`src/core/neg_status_pkg.sv`:
```
// Package for the negotiation status and rising-edge detect block.
// Assumes a single 250 MHz clock and a plain address/strobe register port.
package neg_status_pkg;

    // ------------------------------------------------------------------
    // Register map (byte offsets on the local register port)
    // ------------------------------------------------------------------
    localparam logic [7:0] NEG_STATUS_ADDR  = 8'h29;
    localparam logic [7:0] EDGE_MASK_ADDR   = 8'h2A;
    localparam logic [7:0] IRQ_ENABLE_ADDR  = 8'h22;
    localparam logic [7:0] IRQ_STATUS_ADDR  = 8'h23;

    localparam logic [7:0] NEG_STATUS_RESET = 8'h00;
    localparam logic [7:0] EDGE_MASK_RESET  = 8'h00;
    localparam logic [7:0] IRQ_ENABLE_RESET = 8'h00;
    localparam logic [7:0] IRQ_STATUS_RESET = 8'h00;
    localparam logic [7:0] UNMAPPED_READ    = 8'h00;

    // ------------------------------------------------------------------
    // Field positions
    // ------------------------------------------------------------------
    localparam int NEG_SUCCESS_BIT   = 7;
    localparam int NEG_FAILURE_BIT   = 6;
    localparam int HOST_TIMEOUT_BIT  = 5;
    localparam int ABRUPT_TERM_BIT   = 4;
    localparam int MODE_CHANGE_BIT   = 5;
    localparam int LINE_CHANGE_BIT   = 4;
    localparam int HOST_LINE_COUNT   = 4;
    localparam int SYNC_STAGES       = 2;

    // ------------------------------------------------------------------
    // Result codes
    // ------------------------------------------------------------------
    typedef enum logic [3:0] {
        RES_COMPAT_IDLE   = 4'h0,
        RES_FAILED        = 4'h1,
        RES_COMPAT_TERM   = 4'h2,
        RES_EPP           = 4'h6,
        RES_NIBBLE        = 4'h8,
        RES_NIBBLE_ID     = 4'h9,
        RES_BYTE          = 4'hA,
        RES_BYTE_ID       = 4'hB,
        RES_ECP           = 4'hC,
        RES_ECP_ID        = 4'hD,
        RES_ECP_RLE       = 4'hE,
        RES_ECP_RLE_ID    = 4'hF
    } result_code_t;

endpackage

```
`src/core/line_sync_rise.sv`:
```
// Two-flop synchroniser with a rising-edge pulse on one host line.
// Assumes the host line is asynchronous to clock.
`timescale 1ns/1ps
module line_sync_rise (
    input  wire logic clock,
    input  wire logic rst,
    input  wire logic line_in,
    output logic      rise_pulse
);
    import neg_status_pkg::*;

    logic meta_q;
    logic sync_q;
    logic prev_q;

    // The first stage is read only by the second stage.
    always_ff @(posedge clock) begin
        if (rst) begin
            meta_q <= 1'b0;
            sync_q <= 1'b0;
            prev_q <= 1'b0;
        end else begin
            meta_q <= line_in;
            sync_q <= meta_q;
            prev_q <= sync_q;
        end
    end

    assign rise_pulse = sync_q & ~prev_q;

endmodule

```
`src/core/negotiation_status_edge_detect.sv`:
```
// Negotiation status register, rising-edge detect mask and parallel irq logic.
// Assumes the negotiation engine reports mode changes as one-cycle pulses and
// the register port strobes are single-cycle and never both high at once.
`timescale 1ns/1ps
module negotiation_status_edge_detect #(
    parameter int LINES = neg_status_pkg::HOST_LINE_COUNT
) (
    input  wire logic                       clock,
    input  wire logic                       rst,
    input  wire logic [7:0]                 reg_addr,
    input  wire logic [7:0]                 reg_wdata,
    input  wire logic                       reg_write,
    input  wire logic                       reg_read,
    output logic      [7:0]                 reg_rdata,
    input  wire logic                       mode_update,
    input  wire neg_status_pkg::result_code_t mode_code,
    input  wire logic                       outcome_success,
    input  wire logic                       outcome_failure,
    input  wire logic                       outcome_timeout,
    input  wire logic                       outcome_abrupt,
    input  wire logic                       manual_mode,
    input  wire logic                       host_active_line,
    input  wire logic                       host_initialize_line,
    input  wire logic                       host_busy_line,
    input  wire logic                       host_strobe_line,
    output logic      [7:0]                 negotiation_status,
    output logic                            parallel_irq
);
    import neg_status_pkg::*;

    // ------------------------------------------------------------------
    // Signals
    // ------------------------------------------------------------------
    logic [7:0]       negotiation_status_reg_q;
    logic [LINES-1:0] rising_edge_detect_mask_q;
    logic [7:0]       parallel_irq_enable_reg_q;
    logic [7:0]       parallel_irq_status_reg_q;
    logic [7:0]       rdata_q;
    logic             irq_q;
    logic [LINES-1:0] host_lines;
    logic [LINES-1:0] line_rise;
    logic             code_legal;
    logic             mode_change_irq;
    logic             line_change_irq;
    logic             wr_status;
    logic             wr_mask;
    logic             wr_enable;
    logic             wr_irq_status;
    logic [7:0]       irq_status_d;
    logic [7:0]       rdata_d;

    assign host_lines = {host_active_line, host_initialize_line,
                         host_busy_line, host_strobe_line};

    // ------------------------------------------------------------------
    // Host line synchronisers
    // ------------------------------------------------------------------
    for (genvar i = 0; i < LINES; i++) begin : g_line
        line_sync_rise u_sync (
            .clock      (clock),
            .rst        (rst),
            .line_in    (host_lines[i]),
            .rise_pulse (line_rise[i])
        );
    end

    // ------------------------------------------------------------------
    // Register port decode
    // ------------------------------------------------------------------
    assign wr_status     = reg_write && (reg_addr == NEG_STATUS_ADDR);
    assign wr_mask       = reg_write && (reg_addr == EDGE_MASK_ADDR);
    assign wr_enable     = reg_write && (reg_addr == IRQ_ENABLE_ADDR);
    assign wr_irq_status = reg_write && (reg_addr == IRQ_STATUS_ADDR);

    // Reserved codes are screened so a faulty engine input cannot leak them.
    always_comb begin
        case (mode_code)
            4'h3, 4'h4, 4'h5, 4'h7: code_legal = 1'b0;
            default:                code_legal = 1'b1;
        endcase
    end

    // ------------------------------------------------------------------
    // Negotiation status register
    // ------------------------------------------------------------------
    // A mode update in the same cycle as a clearing write wins, so the new
    // mode is never lost; software sees it on its next read.
    always_ff @(posedge clock) begin
        if (rst) begin
            negotiation_status_reg_q <= NEG_STATUS_RESET;
        end else if (mode_update && code_legal) begin
            negotiation_status_reg_q[3:0] <= mode_code;
            negotiation_status_reg_q[NEG_SUCCESS_BIT] <= outcome_success;
            negotiation_status_reg_q[NEG_FAILURE_BIT] <= outcome_failure;
            negotiation_status_reg_q[HOST_TIMEOUT_BIT] <= outcome_timeout;
            negotiation_status_reg_q[ABRUPT_TERM_BIT] <= outcome_abrupt;
        end else if (wr_status) begin
            negotiation_status_reg_q <= NEG_STATUS_RESET;
        end
    end

    // ------------------------------------------------------------------
    // Rising-edge detect mask and interrupt enable
    // ------------------------------------------------------------------
    always_ff @(posedge clock) begin
        if (rst) begin
            rising_edge_detect_mask_q <= EDGE_MASK_RESET[LINES-1:0];
        end else if (wr_mask) begin
            rising_edge_detect_mask_q <= reg_wdata[LINES-1:0];
        end
    end

    always_ff @(posedge clock) begin
        if (rst) begin
            parallel_irq_enable_reg_q <= IRQ_ENABLE_RESET;
        end else if (wr_enable) begin
            parallel_irq_enable_reg_q <= reg_wdata;
        end
    end

    // ------------------------------------------------------------------
    // Interrupt events and status
    // ------------------------------------------------------------------
    assign mode_change_irq = mode_update && code_legal;
    // Leaving Manual mode does not clear a pending flag; only a write or a read of the interrupt status register does.
    assign line_change_irq = manual_mode
                           && |(line_rise & rising_edge_detect_mask_q);

    always_comb begin
        irq_status_d = parallel_irq_status_reg_q;
        if (wr_irq_status || (reg_read && reg_addr == IRQ_STATUS_ADDR)) begin
            irq_status_d = IRQ_STATUS_RESET;
        end
        if (mode_change_irq) begin
            irq_status_d[MODE_CHANGE_BIT] = 1'b1;
        end
        if (line_change_irq) begin
            irq_status_d[LINE_CHANGE_BIT] = 1'b1;
        end
    end

    always_ff @(posedge clock) begin
        if (rst) begin
            parallel_irq_status_reg_q <= IRQ_STATUS_RESET;
        end else begin
            parallel_irq_status_reg_q <= irq_status_d;
        end
    end

    always_ff @(posedge clock) begin
        if (rst) begin
            irq_q <= 1'b0;
        end else begin
            irq_q <= |(irq_status_d & parallel_irq_enable_reg_q);
        end
    end

    // ------------------------------------------------------------------
    // Read data
    // ------------------------------------------------------------------
    always_comb begin
        case (reg_addr)
            NEG_STATUS_ADDR: rdata_d = negotiation_status_reg_q;
            EDGE_MASK_ADDR:  rdata_d = {{(8-LINES){1'b0}}, rising_edge_detect_mask_q};
            IRQ_ENABLE_ADDR: rdata_d = parallel_irq_enable_reg_q;
            IRQ_STATUS_ADDR: rdata_d = parallel_irq_status_reg_q;
            default:         rdata_d = UNMAPPED_READ;
        endcase
    end

    always_ff @(posedge clock) begin
        if (rst) begin
            rdata_q <= UNMAPPED_READ;
        end else if (reg_read) begin
            rdata_q <= rdata_d;
        end else begin
            rdata_q <= UNMAPPED_READ;
        end
    end

    assign reg_rdata          = rdata_q;
    assign negotiation_status = negotiation_status_reg_q;
    assign parallel_irq       = irq_q;

    // ------------------------------------------------------------------
    // Per-line edge checks
    // ------------------------------------------------------------------
    // A line held high for many cycles must flag once, and only after it
    // has passed both synchroniser stages.
    for (genvar j = 0; j < LINES; j++) begin : g_rise_chk

    end
endmodule

```
`config.mk`:
```
export PLATFORM = sky130hd
export DESIGN_NAME = negotiation_status_edge_detect
export DESIGN_NICKNAME = d
export VERILOG_FILES = /design/src/core/neg_status_pkg.sv /design/src/core/line_sync_rise.sv /design/src/core/negotiation_status_edge_detect.sv
export SDC_FILE = /design/constraint.sdc
export NUM_CORES = 1
export LEC_CHECK = 0
export ABC_AREA = 0
export BUFFER_PORTS_ARGS = -buffer_cell sky130_fd_sc_hd__buf_2
export CAP_MARGIN = 20
export CORE_MARGIN = 2
export CORE_UTILIZATION = 50
export DETAILED_ROUTE_END_ITERATION = 10
export GPL_TIMING_DRIVEN = 1
export PLACE_DENSITY = 0.77
export SETUP_SLACK_MARGIN = 0.5
export SLEW_MARGIN = 20
export SYNTH_ARGS = -nofsm -noshare
export SYNTH_HDL_FRONTEND = slang
export SYNTH_SLANG_ARGS = --single-unit
```
`constraint.sdc`:
```
create_clock -name clock -period 2.4 [get_ports clock]
set_input_delay 0.36 -clock clock [delete_from_list [all_inputs] [get_ports clock]]
set_output_delay 0.36 -clock clock [all_outputs]
set_load 0.005 [all_outputs]
```
# [Word-level counts from Yosys, hierarchy flattened]
# Index checks and enable logic that the tools add are counted.
[word_totals] regBits=49 latchBits=0 ramBits=0 rom_bits=0 elab_cells=57 mem_count=0
[classes] add_sub_neg=0 n_mul=0 div=0 magnitude_cmp=0 n_eq_ne=8 shifts=0 n_mux=7 bitwise=11 reduce_logical=13
[op_table] operator="8-bit by 6-bit == test with 1-bit output (second input constant)" n=4
[op_table] operator="8-bit one-hot mux with 4 select lines" n=1
[op_table] operator="8-bit two-way mux" n=3
[op_table] operator="4-bit by 3-bit == test with 1-bit output (second input constant)" n=3
[op_table] operator="8-bit bitwise AND" n=1
[op_table] operator="4-bit OR reduction" n=2
[op_table] operator="8-bit OR reduction" n=1
[op_table] operator="1-bit logical AND" n=7
[op_table] operator="1-bit inverter" n=5
[op_table] operator="1-bit bitwise AND" n=4
[op_table] operator="4-bit bitwise AND" n=1
[op_table] operator="4-bit by 2-bit == test with 1-bit output (second input constant)" n=1
[op_table] operator="1-bit two-way mux" n=3
[op_table] operator="2-bit nonzero test" n=1
[op_table] operator="2-bit OR reduction" n=1
[op_table] operator="1-bit logical OR" n=1

# [Longest topological paths before layout]
[depth] depth_word=8 depth_mapped=6 mapped_depth_nobuf=5

# [By module]
# From an unflattened synthesis, not the netlist that was laid out.
[unflattened] hier_cells=183 area_unflattened_um2=1864.3
[modules_own_cells] mod="negotiation_status_edge_detect" instances=1 cells_per_inst=155 area_per_inst_um2=1514.0 seq_area_each_um2=740.7
[modules_own_cells] mod="line_sync_rise" instances=4 cells_per_inst=7 area_per_inst_um2=87.6 seq_area_each_um2=60.1

# [Worst setup path before layout]
# OpenSTA, ideal clock, no wires.
[synth_timing] path_type="input-to-reg" from="input reg_addr[2]" to="register negotiation_status_reg_q[0], in the netlist negotiation_status[0]" arrival_ns=1.824 required_time_ns=2.283 slack_ns=0.460 path_stages=5 path_buffers=0 path_cell_list="or3b_4 -> or3_4 -> nor3_4 -> a211oi_2 -> a22o_1"
[synth_via] elab_chain_cells=3
[synth_lines] element="from (decl)" line_no="negotiation_status_edge_detect.sv:10" text="input wire logic [7:0] reg_addr,"
[synth_lines] element="8-bit by 6-bit == test with 1-bit output" line_no="negotiation_status_edge_detect.sv:70" text="assign wr_status = reg_write && (reg_addr == NEG_STATUS_ADDR);"
[synth_lines] element="1-bit logical AND" line_no="negotiation_status_edge_detect.sv:70"
[synth_lines] element="2-bit nonzero test (no line)"
[synth_lines] element="to (signal assigned)" line_no="negotiation_status_edge_detect.sv:92" text="negotiation_status_reg_q[3:0] <= mode_code;"
[synth_lines] element="to (signal, indexed assignment)" line_no="negotiation_status_edge_detect.sv:93" text="negotiation_status_reg_q[NEG_SUCCESS_BIT] <= outcome_success;"
[synth_lines] element="to (signal, indexed assignment)" line_no="negotiation_status_edge_detect.sv:94" text="negotiation_status_reg_q[NEG_FAILURE_BIT] <= outcome_failure;"
[synth_lines] element="to (decl)" line_no="negotiation_status_edge_detect.sv:34" text="logic [7:0] negotiation_status_reg_q;"
# Every way passes these cells.
# A chain may end at the register's enable or synchronous reset.

# [Worst setup path in the final report]
[layout_timing] from="input reg_addr[2]" to="register negotiation_status_reg_q[5], in the netlist negotiation_status[5]"
# The elaborated chain is that of the path after synthesis.

==> run metrics <==
initial cell density of the core=53.1%; largest net degree at the start of global routing=27; placed cell areas=2120 um^2; # diodes=0; Worst-path clk slew=130 ps; antenna viol nets, final=0; Area Growth Syn to Fin=21.1%; Clock Skew=12.5 ps; YS warnings=0; port buffer count=50; total gr overflow=0; htree depth=2; final WL=3920 um; Worst Setup End Kind=flop; First-pass DRT Iterations=6; worst reg-to-reg setup slack=1050 ps; Worst Setup Start Kind=input pin; DIE WIDTH=64.2 um; Clk Tree Root Cell=clkbuf_4; maximum vdd ir drop=0.000422 V; Post-synth EDFFs=0; total of max-cap violations=0; share of layout cells above drive strength 1=30.8%; I/O pins=51; main combinational cell family by area after synthesis=simple AND/OR/NAND/NOR gates; xor/xnor share of the synthesized area=0.483%; Slew Limit Headroom=63.0%; gr usage total=20.9%; die height=64.2 um; initial antenna violation count=0; detailed placement HPWL=2900 um; post-synthesis mux area share=0.552%; Syn Inst Count=181; Starting DRT DRC Count=134; clk buf depth=2; Final Hold Vio Count=0; fmax=551 MHz; Slew @ Worst Pin=548 ps; post-synthesis simple-gate area fraction=21.9%; syn nets=215; clock latency on the worst-skew pair=360 ps; routed via count=1518; DR DRC count=0; RSZ-0062 raised after global routing=no; TritonCTS clock tree=yes; CP max FO=9; Placer Congestion=0.808; max-slew violations=0; Netlist Area Pre-Place=1810 um^2; post-synthesis adder-cell area fraction=0%; Worst Path Required=2660 ps; first-pass GRT wire length=6600 um; Cell Count, Final, Fillers Out=280; Synth Area in Compound Gates=19.9%; sequential area share after synthesis=54.1%; postcts setup bufs=0; status=finished, final reports clean; Inserted Clock Buffers=5; WL/cell=14.0 um; routed vias/inst=5.42; Final Core Density=64.3%; number of instances in the placed design=273; unique cell type count in the Yosys netlist=37; fin nets=268; number of synthesized register bits=49; Final setup viols=0; post-layout minimum cycle time=1810 ps; Fillers=311; critical path type=input pin to flop; Rows=21; Synth async-reset ratio=0%; Final Cycle Share=75.6%; Post-CTS Hold Buffers=0; Avg Inst Size Synth=10.0 um^2; CORE AREA=3420 um^2; Pleak=0.892 nW; vias in the first global route=1407; PwrDens=634 nW/um^2; worst min path class=input pin to flop; critical path data arrival time=2080 ps; die area=4120 um^2; multi-input logic area=786 um^2; Synth Flop Type=dfxtp_1; Seq. cell area=981 um^2; post-route setup TNS=0 ps; post-route cell area=2200 um^2; Post-CTS Resized=0; Sink Count=49
where the power goes:
part           switching (mW)  leakage, nW  internal (mW)  total, mW
combinational          0.0493        0.453         0.0484     0.0978
sequential             0.0120        0.398          0.832      0.844
clock                   0.239       0.0410          0.212      0.452
critical path, stage by stage:
cell	delay [ps]
buf_2	100
or3b_4	410
or3_4	350
nor3_4	440
a211oi_4	180
a22o_1	240
registers in the layout, indices dropped and copies added (netlist names):
register                   cells
g_line.u_sync.meta_q           4
rising_edge_detect_mask_q      4
parallel_irq_enable_reg_q      8
parallel_irq_status_reg_q      8
g_line.u_sync.prev_q           4
negotiation_status             8
reg_rdata                      8
g_line.u_sync.sync_q           4
parallel_irq                   1
layer usage:
layer | global-route usage (%) | wire length (um) | up-vias
met5 | 0 | 0 | -
met2 | 31.4 | 1750 | 59
met4 | 6.38 | 51 | 0
li1 | - | - | 755
met3 | 5.28 | 306 | 5
met1 | 29.7 | 1810 | 699
Yosys cell counts (2+ instances only):
cell type / n / share of area (%)
a22o_1: 8 / 3.9
a21oi_2: 2 / 0.97
nand2_1: 24 / 5.0
a22oi_1: 7 / 2.9
nand3_1: 13 / 3.6
and2_1: 6 / 2.1
clkbuf_1: 5 / 1.0
a31oi_1: 2 / 0.69
dfxtp_1: 49 / 54
a222oi_1: 4 / 2.2
a21o_1: 2 / 0.83
o21a_1: 2 / 0.83
buf_1: 2 / 0.41
a21oi_1: 18 / 5.0
nand3b_1: 2 / 0.83
nor2b_1: 12 / 4.1
inv_1: 3 / 0.62
final timing paths:
path,depth (start not counted),start,to
worst min register to register,1,g_line[1].u_sync.meta_q$_SDFF_PP0_,g_line[1].u_sync.sync_q$_SDFF_PP0_
worst max-delay path,6,reg_addr[2],negotiation_status[5]$_SDFFE_PP0P_
worst max register to register,5,rising_edge_detect_mask_q[3]$_SDFFE_PP0P_,parallel_irq$_SDFF_PP0_
worst min-delay path,2,host_strobe_line,g_line[0].u_sync.meta_q$_SDFF_PP0_
through the flow:
step / hold WS (ps) / worst slack, ps / total power [mW]
floorplan: 414 / 474 / 0.905
global placement: 417 / 236 / 0.958
detailed placement: 427 / 223 / 0.960
CTS: 181 / 612 / 1.40
global route: 172 / 530 / 1.45
finish: 197 / 585 / 1.39
final cells by class:
type                       count  area share, %
clock buffer                   5           1.71
clock inverter                 2           1.60
inverter                       3          0.513
multi-input combinational    120           35.8
sequential                    49           44.7
tap                           46           2.62
timing repair buffer          55           13.1
cells by family (layout without fill, tap and decap cells):
kind of cell	Yosys count	after routing
simple gates	68	68
xor+xnor	1	1
flops	49	49
buf+inv	12	65
compound gates	50	50
mux	1	1
placed cells by master, fill, tap and decap left out, types with 2 or more instances in the layout:
cell	count
buf_2	50
dfxtp_1	49
nand2_1	24
a21oi_1	18
nand3_1	13
nor2b_1	12
a22o_1	8
a22oi_1	7
and2_1	6
clkbuf_4	5
buf_4	5
a222oi_1	4
inv_1	3
nand3b_1	2
o21a_1	2
a31oi_1	2
a21o_1	2
a21oi_2	2
Note: power is estimated with default switching activity, not from simulation.
